[src/hw/fcf_consts.svh]
`ifndef FCF_CONSTS_SVH
`define FCF_CONSTS_SVH

// apb map, byte addresses
`define FCF_ADDR_W        8
`define FCF_OFF_A_LO      8'h00
`define FCF_OFF_A_MID     8'h04
`define FCF_OFF_A_HI      8'h08
`define FCF_OFF_B_LO      8'h0C
`define FCF_OFF_B_MID     8'h10
`define FCF_OFF_B_HI      8'h14
`define FCF_OFF_CMD       8'h18
`define FCF_OFF_SW        8'h1C
`define FCF_OFF_IFLAGS    8'h20
`define FCF_OFF_ACC       8'h24
`define FCF_OFF_MASK      8'h28
`define FCF_OFF_FEAT      8'h2C
`define FCF_OFF_IRQ_STS   8'h30
`define FCF_OFF_IRQ_CLR   8'h34
`define FCF_OFF_IRQ_EN    8'h38

// command word fields
`define FCF_CMD_OP_MSB    2
`define FCF_CMD_OP_LSB    0
`define FCF_CMD_A_EMPTY   4
`define FCF_CMD_B_EMPTY   5

// status word layout
`define FCF_SW_IE         0
`define FCF_SW_COND_LOW   8
`define FCF_SW_COND_SIGN  9
`define FCF_SW_COND_UNORD 10
`define FCF_SW_TOP_LSB    11
`define FCF_SW_TOP_MSB    13
`define FCF_SW_COND_EQ    14
`define FCF_SW_RESET      16'h0000

// integer flag register layout
`define FCF_IF_CARRY      0
`define FCF_IF_PARITY     2
`define FCF_IF_ZERO       6

// feature word, interrupt bits
`define FCF_FEAT_INT_CMP  0
`define FCF_IRQ_DONE      0
`define FCF_IRQ_INV       1
`define FCF_IRQ_W         2

// extended float fields
`define FCF_EXP_MAX       15'h7FFF
`define FCF_EXP_ZERO      15'h0000
`define FCF_QUIET_BIT     62

// examine codes as {cond_bit_equal, cond_bit_unordered, cond_bit_low}
`define FCF_XC_UNSUP      3'h0
`define FCF_XC_NAN        3'h1
`define FCF_XC_NORMAL     3'h2
`define FCF_XC_INF        3'h3
`define FCF_XC_ZERO       3'h4
`define FCF_XC_EMPTY      3'h5
`define FCF_XC_DENORM     3'h6

// compare codes as {zero_flag, parity_flag, carry_flag}
`define FCF_ZPC_GT        3'h0
`define FCF_ZPC_LT        3'h1
`define FCF_ZPC_EQ        3'h4
`define FCF_ZPC_UN        3'h7

`define FCF_MASK_UNORD    16'h0400

`endif

[src/hw/fcf_pkg.sv]
`include "fcf_consts.svh"

package fcf_pkg;

  typedef enum logic [2:0] {
    fcf_op_compare_set_int_flags,
    fcf_op_compare_set_int_flags_pop,
    fcf_op_unordered_compare_set_int_flags,
    fcf_op_unordered_compare_set_int_flags_pop,
    fcf_op_examine_top_value,
    fcf_op_store_status_word,
    fcf_op_test_accumulator,
    fcf_op_none
  } fcf_op_t;

  typedef enum logic [2:0] {
    fcf_cls_unsupported,
    fcf_cls_nan,
    fcf_cls_normal,
    fcf_cls_infinity,
    fcf_cls_zero,
    fcf_cls_empty,
    fcf_cls_denormal
  } fcf_class_t;

  typedef struct packed {
    logic        sign;
    logic [14:0] exp;
    logic [63:0] sig;
  } fcf_fp80_t;

  typedef struct packed {
    logic lt;
    logic eq;
    logic unord;
    logic invalid;
  } fcf_cmp_t;

  typedef struct packed {
    fcf_fp80_t                  stack_top;
    fcf_fp80_t                  stack_entry_n;
    logic                       top_empty;
    logic                       entry_empty;
    logic [15:0]                status_word;
    logic [2:0]                 zpc;
    logic [15:0]                accumulator;
    logic [15:0]                test_mask;
    logic                       pop_pend;
    logic [`FCF_IRQ_W-1:0]      irq_sts;
    logic [`FCF_IRQ_W-1:0]      irq_en;
    logic [31:0]                prdata;
  } fcf_state_t;

  // examine code for one class
  function automatic logic [2:0] exam_code(fcf_class_t c);
    logic [2:0] r;
    r = `FCF_XC_UNSUP;
    unique case (c)
      fcf_cls_unsupported: r = `FCF_XC_UNSUP;
      fcf_cls_nan:         r = `FCF_XC_NAN;
      fcf_cls_normal:      r = `FCF_XC_NORMAL;
      fcf_cls_infinity:    r = `FCF_XC_INF;
      fcf_cls_zero:        r = `FCF_XC_ZERO;
      fcf_cls_empty:       r = `FCF_XC_EMPTY;
      fcf_cls_denormal:    r = `FCF_XC_DENORM;
      default:             r = `FCF_XC_UNSUP;
    endcase
    return r;
  endfunction

endpackage

[src/hw/fcf_classify.sv]
`timescale 1ns/1ps
`default_nettype none
`include "fcf_consts.svh"

module fcf_classify (
  // value under test
  input  wire fcf_pkg::fcf_fp80_t  val,
  input  wire logic                empty,
  // result
  output fcf_pkg::fcf_class_t      cls
);

  logic int_bit;
  logic frac_nz;

  assign int_bit = val.sig[63];
  assign frac_nz = |val.sig[62:0];

  // explicit integer bit makes unnormals, pseudo-nans and pseudo-infinities unsupported; pseudo-denormals count as denormal
  always_comb begin
    if (empty) begin
      cls = fcf_pkg::fcf_cls_empty;
    end else if (val.exp == `FCF_EXP_MAX) begin
      if (!int_bit)
        cls = fcf_pkg::fcf_cls_unsupported;
      else if (frac_nz)
        cls = fcf_pkg::fcf_cls_nan;
      else
        cls = fcf_pkg::fcf_cls_infinity;
    end else if (val.exp == `FCF_EXP_ZERO) begin
      if (val.sig == '0)
        cls = fcf_pkg::fcf_cls_zero;
      else
        cls = fcf_pkg::fcf_cls_denormal;
    end else if (!int_bit) begin
      cls = fcf_pkg::fcf_cls_unsupported;
    end else begin
      cls = fcf_pkg::fcf_cls_normal;
    end
  end

endmodule
`default_nettype wire

[src/hw/fcf_compare.sv]
`timescale 1ns/1ps
`default_nettype none
`include "fcf_consts.svh"

module fcf_compare (
  // operands and their classes
  input  wire fcf_pkg::fcf_fp80_t  a,
  input  wire fcf_pkg::fcf_fp80_t  b,
  input  wire fcf_pkg::fcf_class_t cls_a,
  input  wire fcf_pkg::fcf_class_t cls_b,
  // high for the unordered-tolerant variants
  input  wire logic                quiet_ok,
  // result
  output fcf_pkg::fcf_cmp_t        res
);

  function automatic logic no_order(fcf_pkg::fcf_class_t c);
    return c == fcf_pkg::fcf_cls_nan || c == fcf_pkg::fcf_cls_unsupported
        || c == fcf_pkg::fcf_cls_empty;
  endfunction

  // signalling nan, unsupported or empty always faults
  function automatic logic loud(fcf_pkg::fcf_fp80_t v,
                                fcf_pkg::fcf_class_t c);
    return (c == fcf_pkg::fcf_cls_nan && !v.sig[`FCF_QUIET_BIT])
        || c == fcf_pkg::fcf_cls_unsupported
        || c == fcf_pkg::fcf_cls_empty;
  endfunction

  logic mag_gt;
  logic mag_eq;
  logic zeros;

  assign mag_gt = {a.exp, a.sig} > {b.exp, b.sig};
  assign mag_eq = {a.exp, a.sig} == {b.exp, b.sig};
  assign zeros  = cls_a == fcf_pkg::fcf_cls_zero
               && cls_b == fcf_pkg::fcf_cls_zero;

  always_comb begin
    res.unord   = no_order(cls_a) || no_order(cls_b);
    // quiet nans fault only in the ordinary variants
    res.invalid = res.unord
               && (!quiet_ok || loud(a, cls_a) || loud(b, cls_b));
    // signed zeros compare equal
    res.eq      = !res.unord && (zeros || (mag_eq && a.sign == b.sign));
    if (res.unord || res.eq)
      res.lt = 1'b0;
    else if (a.sign != b.sign)
      res.lt = a.sign;
    else
      res.lt = a.sign ? mag_gt : !mag_gt;
  end

endmodule
`default_nettype wire

[src/hw/fcf_top.sv]
`timescale 1ns/1ps
`default_nettype none
`include "fcf_consts.svh"

module fcf_top #(
  parameter bit HAS_INT_CMP = 1'b1
) (
  // clock and reset
  input  wire logic                   pclk,
  input  wire logic                   presetn,
  // apb slave
  input  wire logic [`FCF_ADDR_W-1:0] paddr,
  input  wire logic                   psel,
  input  wire logic                   penable,
  input  wire logic                   pwrite,
  input  wire logic [31:0]            pwdata,
  output logic      [31:0]            prdata,
  output logic                        pready,
  output logic                        pslverr,
  // core side results
  output logic                        zero_flag,
  output logic                        parity_flag,
  output logic                        carry_flag,
  output logic      [15:0]            accumulator_register,
  output logic      [15:0]            status_word,
  // interrupt
  output logic                        irq
);

  fcf_pkg::fcf_state_t s_r;
  fcf_pkg::fcf_state_t s_nxt;
  fcf_pkg::fcf_class_t cls_a;
  fcf_pkg::fcf_class_t cls_b;
  fcf_pkg::fcf_cmp_t   cmp;
  fcf_pkg::fcf_op_t    op;
  logic                setup;
  logic                access;
  logic                mapped;
  logic                wr;
  logic                wr_cmd;
  logic                is_cmp;
  logic                quiet_ok;
  logic [15:0]         tested;
  logic [31:0]         rd_word;

  function automatic logic is_mapped(logic [`FCF_ADDR_W-1:0] a);
    return a == `FCF_OFF_A_LO  || a == `FCF_OFF_A_MID  || a == `FCF_OFF_A_HI
        || a == `FCF_OFF_B_LO  || a == `FCF_OFF_B_MID  || a == `FCF_OFF_B_HI
        || a == `FCF_OFF_CMD   || a == `FCF_OFF_SW     || a == `FCF_OFF_IFLAGS
        || a == `FCF_OFF_ACC   || a == `FCF_OFF_MASK   || a == `FCF_OFF_FEAT
        || a == `FCF_OFF_IRQ_STS || a == `FCF_OFF_IRQ_CLR
        || a == `FCF_OFF_IRQ_EN;
  endfunction

  function automatic logic [2:0] zpc_of(fcf_pkg::fcf_cmp_t c);
    logic [2:0] r;
    r = `FCF_ZPC_GT;
    if (c.unord)
      r = `FCF_ZPC_UN;
    else if (c.eq)
      r = `FCF_ZPC_EQ;
    else if (c.lt)
      r = `FCF_ZPC_LT;
    return r;
  endfunction

  // operand that a tolerant compare lets through without a fault
  function automatic logic tolerated(fcf_pkg::fcf_fp80_t  v,
                                     fcf_pkg::fcf_class_t c);
    return !(c inside {fcf_pkg::fcf_cls_unsupported, fcf_pkg::fcf_cls_empty})
        && (c != fcf_pkg::fcf_cls_nan || v.sig[`FCF_QUIET_BIT]);
  endfunction

  fcf_classify u_cls_a (
    .val   (s_r.stack_top),
    .empty (s_r.top_empty),
    .cls   (cls_a)
  );

  fcf_classify u_cls_b (
    .val   (s_r.stack_entry_n),
    .empty (s_r.entry_empty),
    .cls   (cls_b)
  );

  fcf_compare u_cmp (
    .a        (s_r.stack_top),
    .b        (s_r.stack_entry_n),
    .cls_a    (cls_a),
    .cls_b    (cls_b),
    .quiet_ok (quiet_ok),
    .res      (cmp)
  );

  assign setup  = psel && !penable;
  assign access = psel && penable;
  assign mapped = is_mapped(paddr);
  assign wr     = access && pwrite && mapped;
  assign wr_cmd = wr && paddr == `FCF_OFF_CMD;
  assign op     = fcf_pkg::fcf_op_t'(pwdata[`FCF_CMD_OP_MSB:`FCF_CMD_OP_LSB]);
  // operands are loaded before the command, so they come from state
  assign is_cmp = HAS_INT_CMP && op inside {
    fcf_pkg::fcf_op_compare_set_int_flags,
    fcf_pkg::fcf_op_compare_set_int_flags_pop,
    fcf_pkg::fcf_op_unordered_compare_set_int_flags,
    fcf_pkg::fcf_op_unordered_compare_set_int_flags_pop};
  assign quiet_ok = op inside {
    fcf_pkg::fcf_op_unordered_compare_set_int_flags,
    fcf_pkg::fcf_op_unordered_compare_set_int_flags_pop};
  assign tested = s_r.accumulator & s_r.test_mask;

  always_comb begin
    rd_word = '0;
    unique case (paddr)
      `FCF_OFF_A_LO:    rd_word = s_r.stack_top.sig[31:0];
      `FCF_OFF_A_MID:   rd_word = s_r.stack_top.sig[63:32];
      `FCF_OFF_A_HI:    rd_word = {16'h0000, s_r.stack_top.sign,
                                   s_r.stack_top.exp};
      `FCF_OFF_B_LO:    rd_word = s_r.stack_entry_n.sig[31:0];
      `FCF_OFF_B_MID:   rd_word = s_r.stack_entry_n.sig[63:32];
      `FCF_OFF_B_HI:    rd_word = {16'h0000, s_r.stack_entry_n.sign,
                                   s_r.stack_entry_n.exp};
      `FCF_OFF_SW:      rd_word = {16'h0000, s_r.status_word};
      `FCF_OFF_IFLAGS: begin
        rd_word[`FCF_IF_ZERO]   = s_r.zpc[2];
        rd_word[`FCF_IF_PARITY] = s_r.zpc[1];
        rd_word[`FCF_IF_CARRY]  = s_r.zpc[0];
      end
      `FCF_OFF_ACC:     rd_word = {16'h0000, s_r.accumulator};
      `FCF_OFF_MASK:    rd_word = {16'h0000, s_r.test_mask};
      // advertised so software can probe before use
      `FCF_OFF_FEAT:    rd_word[`FCF_FEAT_INT_CMP] = HAS_INT_CMP;
      `FCF_OFF_IRQ_STS: rd_word[`FCF_IRQ_W-1:0] = s_r.irq_sts;
      `FCF_OFF_IRQ_EN:  rd_word[`FCF_IRQ_W-1:0] = s_r.irq_en;
      default:          rd_word = '0;
    endcase
  end

  always_comb begin
    logic [`FCF_IRQ_W-1:0] ev;
    logic [`FCF_IRQ_W-1:0] clr;
    logic [2:0]            top;
    ev    = '0;
    clr   = '0;
    s_nxt = s_r;
    top   = s_r.status_word[`FCF_SW_TOP_MSB:`FCF_SW_TOP_LSB];
    if (setup && !pwrite)
      s_nxt.prdata = rd_word;
    // pop lands one cycle after the flags were written
    s_nxt.pop_pend = 1'b0;
    if (s_r.pop_pend)
      s_nxt.status_word[`FCF_SW_TOP_MSB:`FCF_SW_TOP_LSB] = top + 3'h1;
    if (wr) begin
      unique case (paddr)
        `FCF_OFF_A_LO:  s_nxt.stack_top.sig[31:0]  = pwdata;
        `FCF_OFF_A_MID: s_nxt.stack_top.sig[63:32] = pwdata;
        `FCF_OFF_A_HI:  {s_nxt.stack_top.sign, s_nxt.stack_top.exp}
                          = pwdata[15:0];
        `FCF_OFF_B_LO:  s_nxt.stack_entry_n.sig[31:0]  = pwdata;
        `FCF_OFF_B_MID: s_nxt.stack_entry_n.sig[63:32] = pwdata;
        `FCF_OFF_B_HI:  {s_nxt.stack_entry_n.sign, s_nxt.stack_entry_n.exp}
                          = pwdata[15:0];
        `FCF_OFF_SW:    s_nxt.status_word = pwdata[15:0];
        `FCF_OFF_MASK:  s_nxt.test_mask   = pwdata[15:0];
        `FCF_OFF_IRQ_CLR: clr = pwdata[`FCF_IRQ_W-1:0];
        `FCF_OFF_IRQ_EN:  s_nxt.irq_en = pwdata[`FCF_IRQ_W-1:0];
        `FCF_OFF_CMD: begin
          s_nxt.top_empty   = pwdata[`FCF_CMD_A_EMPTY];
          s_nxt.entry_empty = pwdata[`FCF_CMD_B_EMPTY];
        end
        default: ;
      endcase
    end
    if (wr_cmd) begin
      ev[`FCF_IRQ_DONE] = 1'b1;
      if (is_cmp) begin
        // result goes to integer flags, codes untouched
        s_nxt.zpc = zpc_of(cmp);
        if (cmp.invalid) begin
          s_nxt.status_word[`FCF_SW_IE] = 1'b1;
          ev[`FCF_IRQ_INV] = 1'b1;
        end
        s_nxt.pop_pend = op inside {
          fcf_pkg::fcf_op_compare_set_int_flags_pop,
          fcf_pkg::fcf_op_unordered_compare_set_int_flags_pop};
      end else if (op == fcf_pkg::fcf_op_examine_top_value) begin
        // class code on the three condition bits
        {s_nxt.status_word[`FCF_SW_COND_EQ],
         s_nxt.status_word[`FCF_SW_COND_UNORD],
         s_nxt.status_word[`FCF_SW_COND_LOW]} = fcf_pkg::exam_code(cls_a);
        s_nxt.status_word[`FCF_SW_COND_SIGN] = s_r.stack_top.sign;
      end else if (op == fcf_pkg::fcf_op_store_status_word) begin
        s_nxt.accumulator = s_r.status_word;
      end else if (op == fcf_pkg::fcf_op_test_accumulator) begin
        // bit test against the mask register
        s_nxt.zpc = {tested == '0, ~^tested[7:0], 1'b0};
      end
    end
    // a new event beats a clear in the same cycle
    s_nxt.irq_sts = (s_r.irq_sts & ~clr) | ev;
  end

  always_ff @(posedge pclk or negedge presetn) begin
    if (!presetn) begin
      s_r             <= '0;
      s_r.status_word <= `FCF_SW_RESET;
    end else begin
      s_r <= s_nxt;
    end
  end

  assign prdata               = s_r.prdata;
  assign pready               = 1'b1;
  assign pslverr              = access && !mapped;
  assign zero_flag            = s_r.zpc[2];
  assign parity_flag          = s_r.zpc[1];
  assign carry_flag           = s_r.zpc[0];
  assign accumulator_register = s_r.accumulator;
  assign status_word          = s_r.status_word;
  assign irq                  = |(s_r.irq_sts & s_r.irq_en);

  a_cmp_less: assert property (
    @(posedge pclk) disable iff (!presetn)
    wr_cmd && is_cmp && cmp.lt |=> s_r.zpc == `FCF_ZPC_LT)
    else $error("less than did not give carry only");

  a_cmp_unord: assert property (
    @(posedge pclk) disable iff (!presetn)
    wr_cmd && is_cmp && cmp.unord |=> {zero_flag, parity_flag, carry_flag}
      == `FCF_ZPC_UN)
    else $error("unordered did not set all three flags");

  a_cmp_equal: assert property (
    @(posedge pclk) disable iff (!presetn)
    wr_cmd && is_cmp && cmp.eq
      |=> {zero_flag, parity_flag, carry_flag} == `FCF_ZPC_EQ)
    else $error("equal did not give zero only");

  a_ord_invalid: assert property (
    @(posedge pclk) disable iff (!presetn)
    wr_cmd && is_cmp && !quiet_ok && cmp.unord
      |=> status_word[`FCF_SW_IE] && s_r.irq_sts[`FCF_IRQ_INV])
    else $error("ordinary compare missed invalid on unordered");

  a_cmp_greater: assert property (
    @(posedge pclk) disable iff (!presetn)
    wr_cmd && is_cmp && !cmp.unord && !cmp.eq && !cmp.lt
      |=> s_r.zpc == `FCF_ZPC_GT && $stable(s_r.status_word[`FCF_SW_COND_EQ]))
    else $error("greater did not clear flags");

  a_feature_read: assert property (
    @(posedge pclk) disable iff (!presetn)
    setup && !pwrite && paddr == `FCF_OFF_FEAT
      |=> prdata[`FCF_FEAT_INT_CMP] == HAS_INT_CMP)
    else $error("feature bit misreported");

  a_quiet_nan: assert property (
    @(posedge pclk) disable iff (!presetn)
    wr_cmd && is_cmp && quiet_ok && cmp.unord
      && tolerated(s_r.stack_top, cls_a)
      && tolerated(s_r.stack_entry_n, cls_b)
      |=> s_r.status_word[`FCF_SW_IE] == $past(s_r.status_word[`FCF_SW_IE]))
    else $error("quiet nan raised invalid");

  a_pop_after: assert property (
    @(posedge pclk) disable iff (!presetn)
    wr_cmd && is_cmp && s_nxt.pop_pend && !s_r.pop_pend
      ##1 !wr ##1 !wr
      |-> s_r.status_word[`FCF_SW_TOP_MSB:`FCF_SW_TOP_LSB]
        == $past(s_r.status_word[`FCF_SW_TOP_MSB:`FCF_SW_TOP_LSB], 2)
           + 3'h1)
    else $error("pop did not advance stack pointer once");

  a_exam_class: assert property (
    @(posedge pclk) disable iff (!presetn)
    wr_cmd && op == fcf_pkg::fcf_op_examine_top_value
      |=> {status_word[`FCF_SW_COND_EQ], status_word[`FCF_SW_COND_UNORD],
           status_word[`FCF_SW_COND_LOW]} == fcf_pkg::exam_code($past(cls_a)))
    else $error("examine class code wrong");

  a_exam_sign: assert property (
    @(posedge pclk) disable iff (!presetn)
    wr_cmd && op == fcf_pkg::fcf_op_examine_top_value
      |=> status_word[`FCF_SW_COND_SIGN] == $past(s_r.stack_top.sign))
    else $error("examine sign bit wrong");

  a_store_acc: assert property (
    @(posedge pclk) disable iff (!presetn)
    wr_cmd && op == fcf_pkg::fcf_op_store_status_word
      |=> accumulator_register == $past(s_r.status_word))
    else $error("status word not copied to accumulator");

  a_test_unord: assert property (
    @(posedge pclk) disable iff (!presetn)
    wr_cmd && op == fcf_pkg::fcf_op_test_accumulator
      && s_r.test_mask == `FCF_MASK_UNORD
      |=> zero_flag == !$past(s_r.accumulator[`FCF_SW_COND_UNORD]))
    else $error("unordered mask test gave wrong zero flag");

endmodule
`default_nettype wire

[config.mk]
export PLATFORM = sky130hd
export DESIGN_NAME = fcf_top
export DESIGN_NICKNAME = d
export VERILOG_FILES = /design/src/hw/fcf_pkg.sv /design/src/hw/fcf_classify.sv /design/src/hw/fcf_compare.sv /design/src/hw/fcf_top.sv
export VERILOG_INCLUDE_DIRS = /design/src /design/src/hw
export SDC_FILE = /design/constraint.sdc
export NUM_CORES = 1
export LEC_CHECK = 0
export BUFFER_PORTS_ARGS = -buffer_cell sky130_fd_sc_hd__buf_2
export CORE_UTILIZATION = 65
export CTS_CLUSTER_SIZE = 14
export DETAILED_ROUTE_END_ITERATION = 8
export PLACE_DENSITY = 0.85
export REMOVE_ABC_BUFFERS = 1
export SLEW_MARGIN = 25
export SYNTH_ARGS = -nofsm -noshare
export SYNTH_HDL_FRONTEND = slang
export SYNTH_SLANG_ARGS = --single-unit
[constraint.sdc]
create_clock -name pclk -period 6.47 [get_ports pclk]
set_input_delay 1.941 -clock pclk [delete_from_list [all_inputs] [get_ports pclk]]
set_output_delay 1.941 -clock pclk [all_outputs]
set_load 0.03 [all_outputs]
==> results.yml <==
setup_path:
  crit_required_ns: 4.53
  worst_path_largest_cell_delay_ns: 0.22
  timing.rr.start: "s_r[132]"
  crit_start: "paddr[7]"
  cpMaxStageDelayCell: "nor2_2"
  critPathBufInv: 2
  cp_top_family: "simple AND/OR/NAND/NOR gates"
  crit_chain: "buf_2 -> nor2_2 -> nand3_1 -> and3_1 -> buf_2"
  critPathLaunchType: "primary input"
  crit_type: "primary input to primary output"
  cpMostUsedCell: "buf_2"
  cp.arrival_ns: 2.78
  worstPathMaxFanout: 6
  end_kind: "primary output"
  r2r_slack_ns: 3.43
power_and_ir_drop:
  power.density_mw_per_mm2: 228
  power_mw: 3.40
  leakagePower_nw: 7.47
  irDropWorstVdd_mv: 0.229
floorplan:
  core_mm2: 0.0204
  die-width_um: 147
  fp.dieArea_mm2: 0.0215
  ios: 115
  core.rowCount: 52
  die_h_um: 147
  initial_core_util: 0.669
yosys:
  synthArstFlopShare: 1.00
  syn_area_mm2: 0.0136
  synth_ff_type: "dfrtp_1"
  ys.warnings.count: 0
  ys_types: 59
  syn-mean-instance-area_um2: 10.2
  ys_seq_area_frac: 0.459
  synth_edf_count: 0
  synth_seq_cells: 250
  syn_inst: 1342
routing:
  via_per_inst: 6.95
  wl_per_cell_um: 25.0
  first_pass_iters: 8
  vias: 11600
  drc: 0
  wirelength_um: 41800
  drt_iter0_markers: 1422
  drtAntennaViolNets: 0
global_route:
  grt_util_all_layers: 0.393
  grt_pass1_wl_um: 64500
  antenna_found_initial: 1
  grt_max_degree: 120
  overflow: 0
  grt_pass1_vias: 11200
placement:
  io_buffers: 113
  gp_congestion: 1.04
  dpl_worst_slack_ns: 1.74
  dpl_cell_area_mm2: 0.0140
  dp_hpwl_um: 28700
sta:
  report.final.hold_viol_count: 0
  rsz0062_at_grt: "false"
  setup-tns-final_ns: 0
  holdWs_ns: 0.542
  fmax_ghz: 0.212
  worst_slack_ns: 1.75
  slew_violations: 0
  period_needed_ns: 4.72
  tightest_slew_ns: 1.16
  relSlewSlack: 0.228
  finalCritPeriodShare: 0.730
  final-setup-viol-count: 0
  finClkSkew_ns: 0.0221
cts:
  path_clk_slew_ns: 0.06
  cts_tree: "built"
  cts_sinks: 250
  ctsResizeCount: 0
  tritoncts.num_buffers: 27
  clk_latency_ns: 0.54
  cts_buffer_depth: 3
  cts-root-buf: "clkbuf_16"
  post_cts_buffers: 0
  cts_hold_buf: 0
  cts-htree-levels: 1
finish:
  layout_commonest_cell: "dfrtp_1"
  antenna_cells: 0
  nets: 1511
  syn2layout_area_growth_pct: 9.44
  design_area_mm2: 0.0149
  drive_gt1_frac: 0.211
  layout_common_cells: "dfrtp_1, nand2_1, buf_2, o21ai_0, mux2_2"
  nFillCells: 1416
min_path:
  min_path_type: "flop to flop"
  hp-start: "prdata[12]"
run_status:
  status: "finished, final reports clean"
run:
  drv_cap: 0
## area by class of cell
type                            instances  area (um2)  area share
Timing Repair Buffer                  135         744      0.0499
Multi-Input combinational cell        878        6360       0.426
Inverter                               90         338      0.0227
Tap cell                              270         338      0.0227
Sequential cell                       250        6260       0.420
Clock inverter                          8        93.8     0.00629
Clock buffer                           40         785      0.0526
## synthesized netlist by cell type (all sizes together), types with 2 or more instances
| library cell | n | area [um2] |
|---|---|---|
| nor2 | 56 | 213 |
| clkbuf | 37 | 139 |
| a22oi | 68 | 510 |
| a211oi | 6 | 45.0 |
| nand2b | 2 | 12.5 |
| and4 | 5 | 43.8 |
| a21oi | 54 | 270 |
| dfrtp | 250 | 6260 |
| nand2 | 130 | 488 |
| a222oi | 13 | 130 |
| xor2 | 2 | 17.5 |
| and2 | 2 | 12.5 |
| nor3 | 20 | 135 |
| a31oi | 18 | 113 |
| a21o | 7 | 52.6 |
| buf | 87 | 599 |
| o21ai | 106 | 531 |
| mux2 | 124 | 1400 |
| nand3b | 5 | 37.5 |
| o211ai | 3 | 22.5 |
| nand4 | 34 | 213 |
| a41oi | 2 | 17.5 |
| a221oi | 23 | 201 |
| nor3b | 2 | 15.0 |
| a22o | 6 | 52.6 |
| or2 | 2 | 12.5 |
| mux2i | 4 | 40.0 |
| nor4 | 45 | 282 |
| inv | 90 | 338 |
| nand3 | 22 | 110 |
| nor2b | 4 | 25.0 |
| ha | 84 | 1050 |
| and3 | 4 | 25.0 |
| xnor2 | 4 | 35.0 |
| o31ai | 2 | 15.0 |
| or4 | 4 | 33.8 |
## per-layer routing
metal / wire length [um] / GRT usage / vias to the layer above
met5: 0 / 0 / -
met4: 2120 / 0.185 / 0
met3: 5460 / 0.0994 / 173
met2: 18600 / 0.590 / 921
met1: 15600 / 0.537 / 5576
li1: - / - / 4941
## path summary, 6_finish.rpt
kind	to	cells after the start
max in group asynchronous	prdata[0]	2
hold / removal	prdata[12]	2
setup reg to reg	carry_flag	9
setup / recovery	pslverr	5
hold reg to reg	prdata[12]	2
min in group asynchronous	s_r[183]	1
## per-stage QoR
stage	util	cells
final	0.732	1671
after global routing	0.732	1671
after CTS	0.732	1670
after detailed placement	0.689	1622
after global placement	0.689	1622
after floorplan	-	1218
## report_power, final
part / internal (mW) / leakage, nW / switching, mW
sequential: 1.60 / 2.99 / 0.0247
clock: 0.914 / 0.436 / 0.629
combinational: 0.0616 / 4.05 / 0.176
## worst min-delay path, cell delays in order, from the launching register on
cell,delay [ns]
dfrtp_1,0.34
nor2_1,0.05
a21oi_1,0.10
## flip-flops by register name, summed over array words and instances, names as in the netlist
register and cells:
s_r 183, prdata 32, accumulator_register 16, status_word 16
carry_flag 1, parity_flag 1, zero_flag 1
## logic make-up after synthesis
kind of cell,Yosys count,synth area share
multiplexers,128,0.105
other,1,0.000275
XOR/XNOR,6,0.00386
AO/OA/AOI/OAI,318,0.150
flip-flops,250,0.459
AND/OR/NAND/NOR,341,0.125
buffers and inverters,214,0.0790
adder cells (fa/ha/maj),84,0.0771
Power figures use the tool's default switching activity.
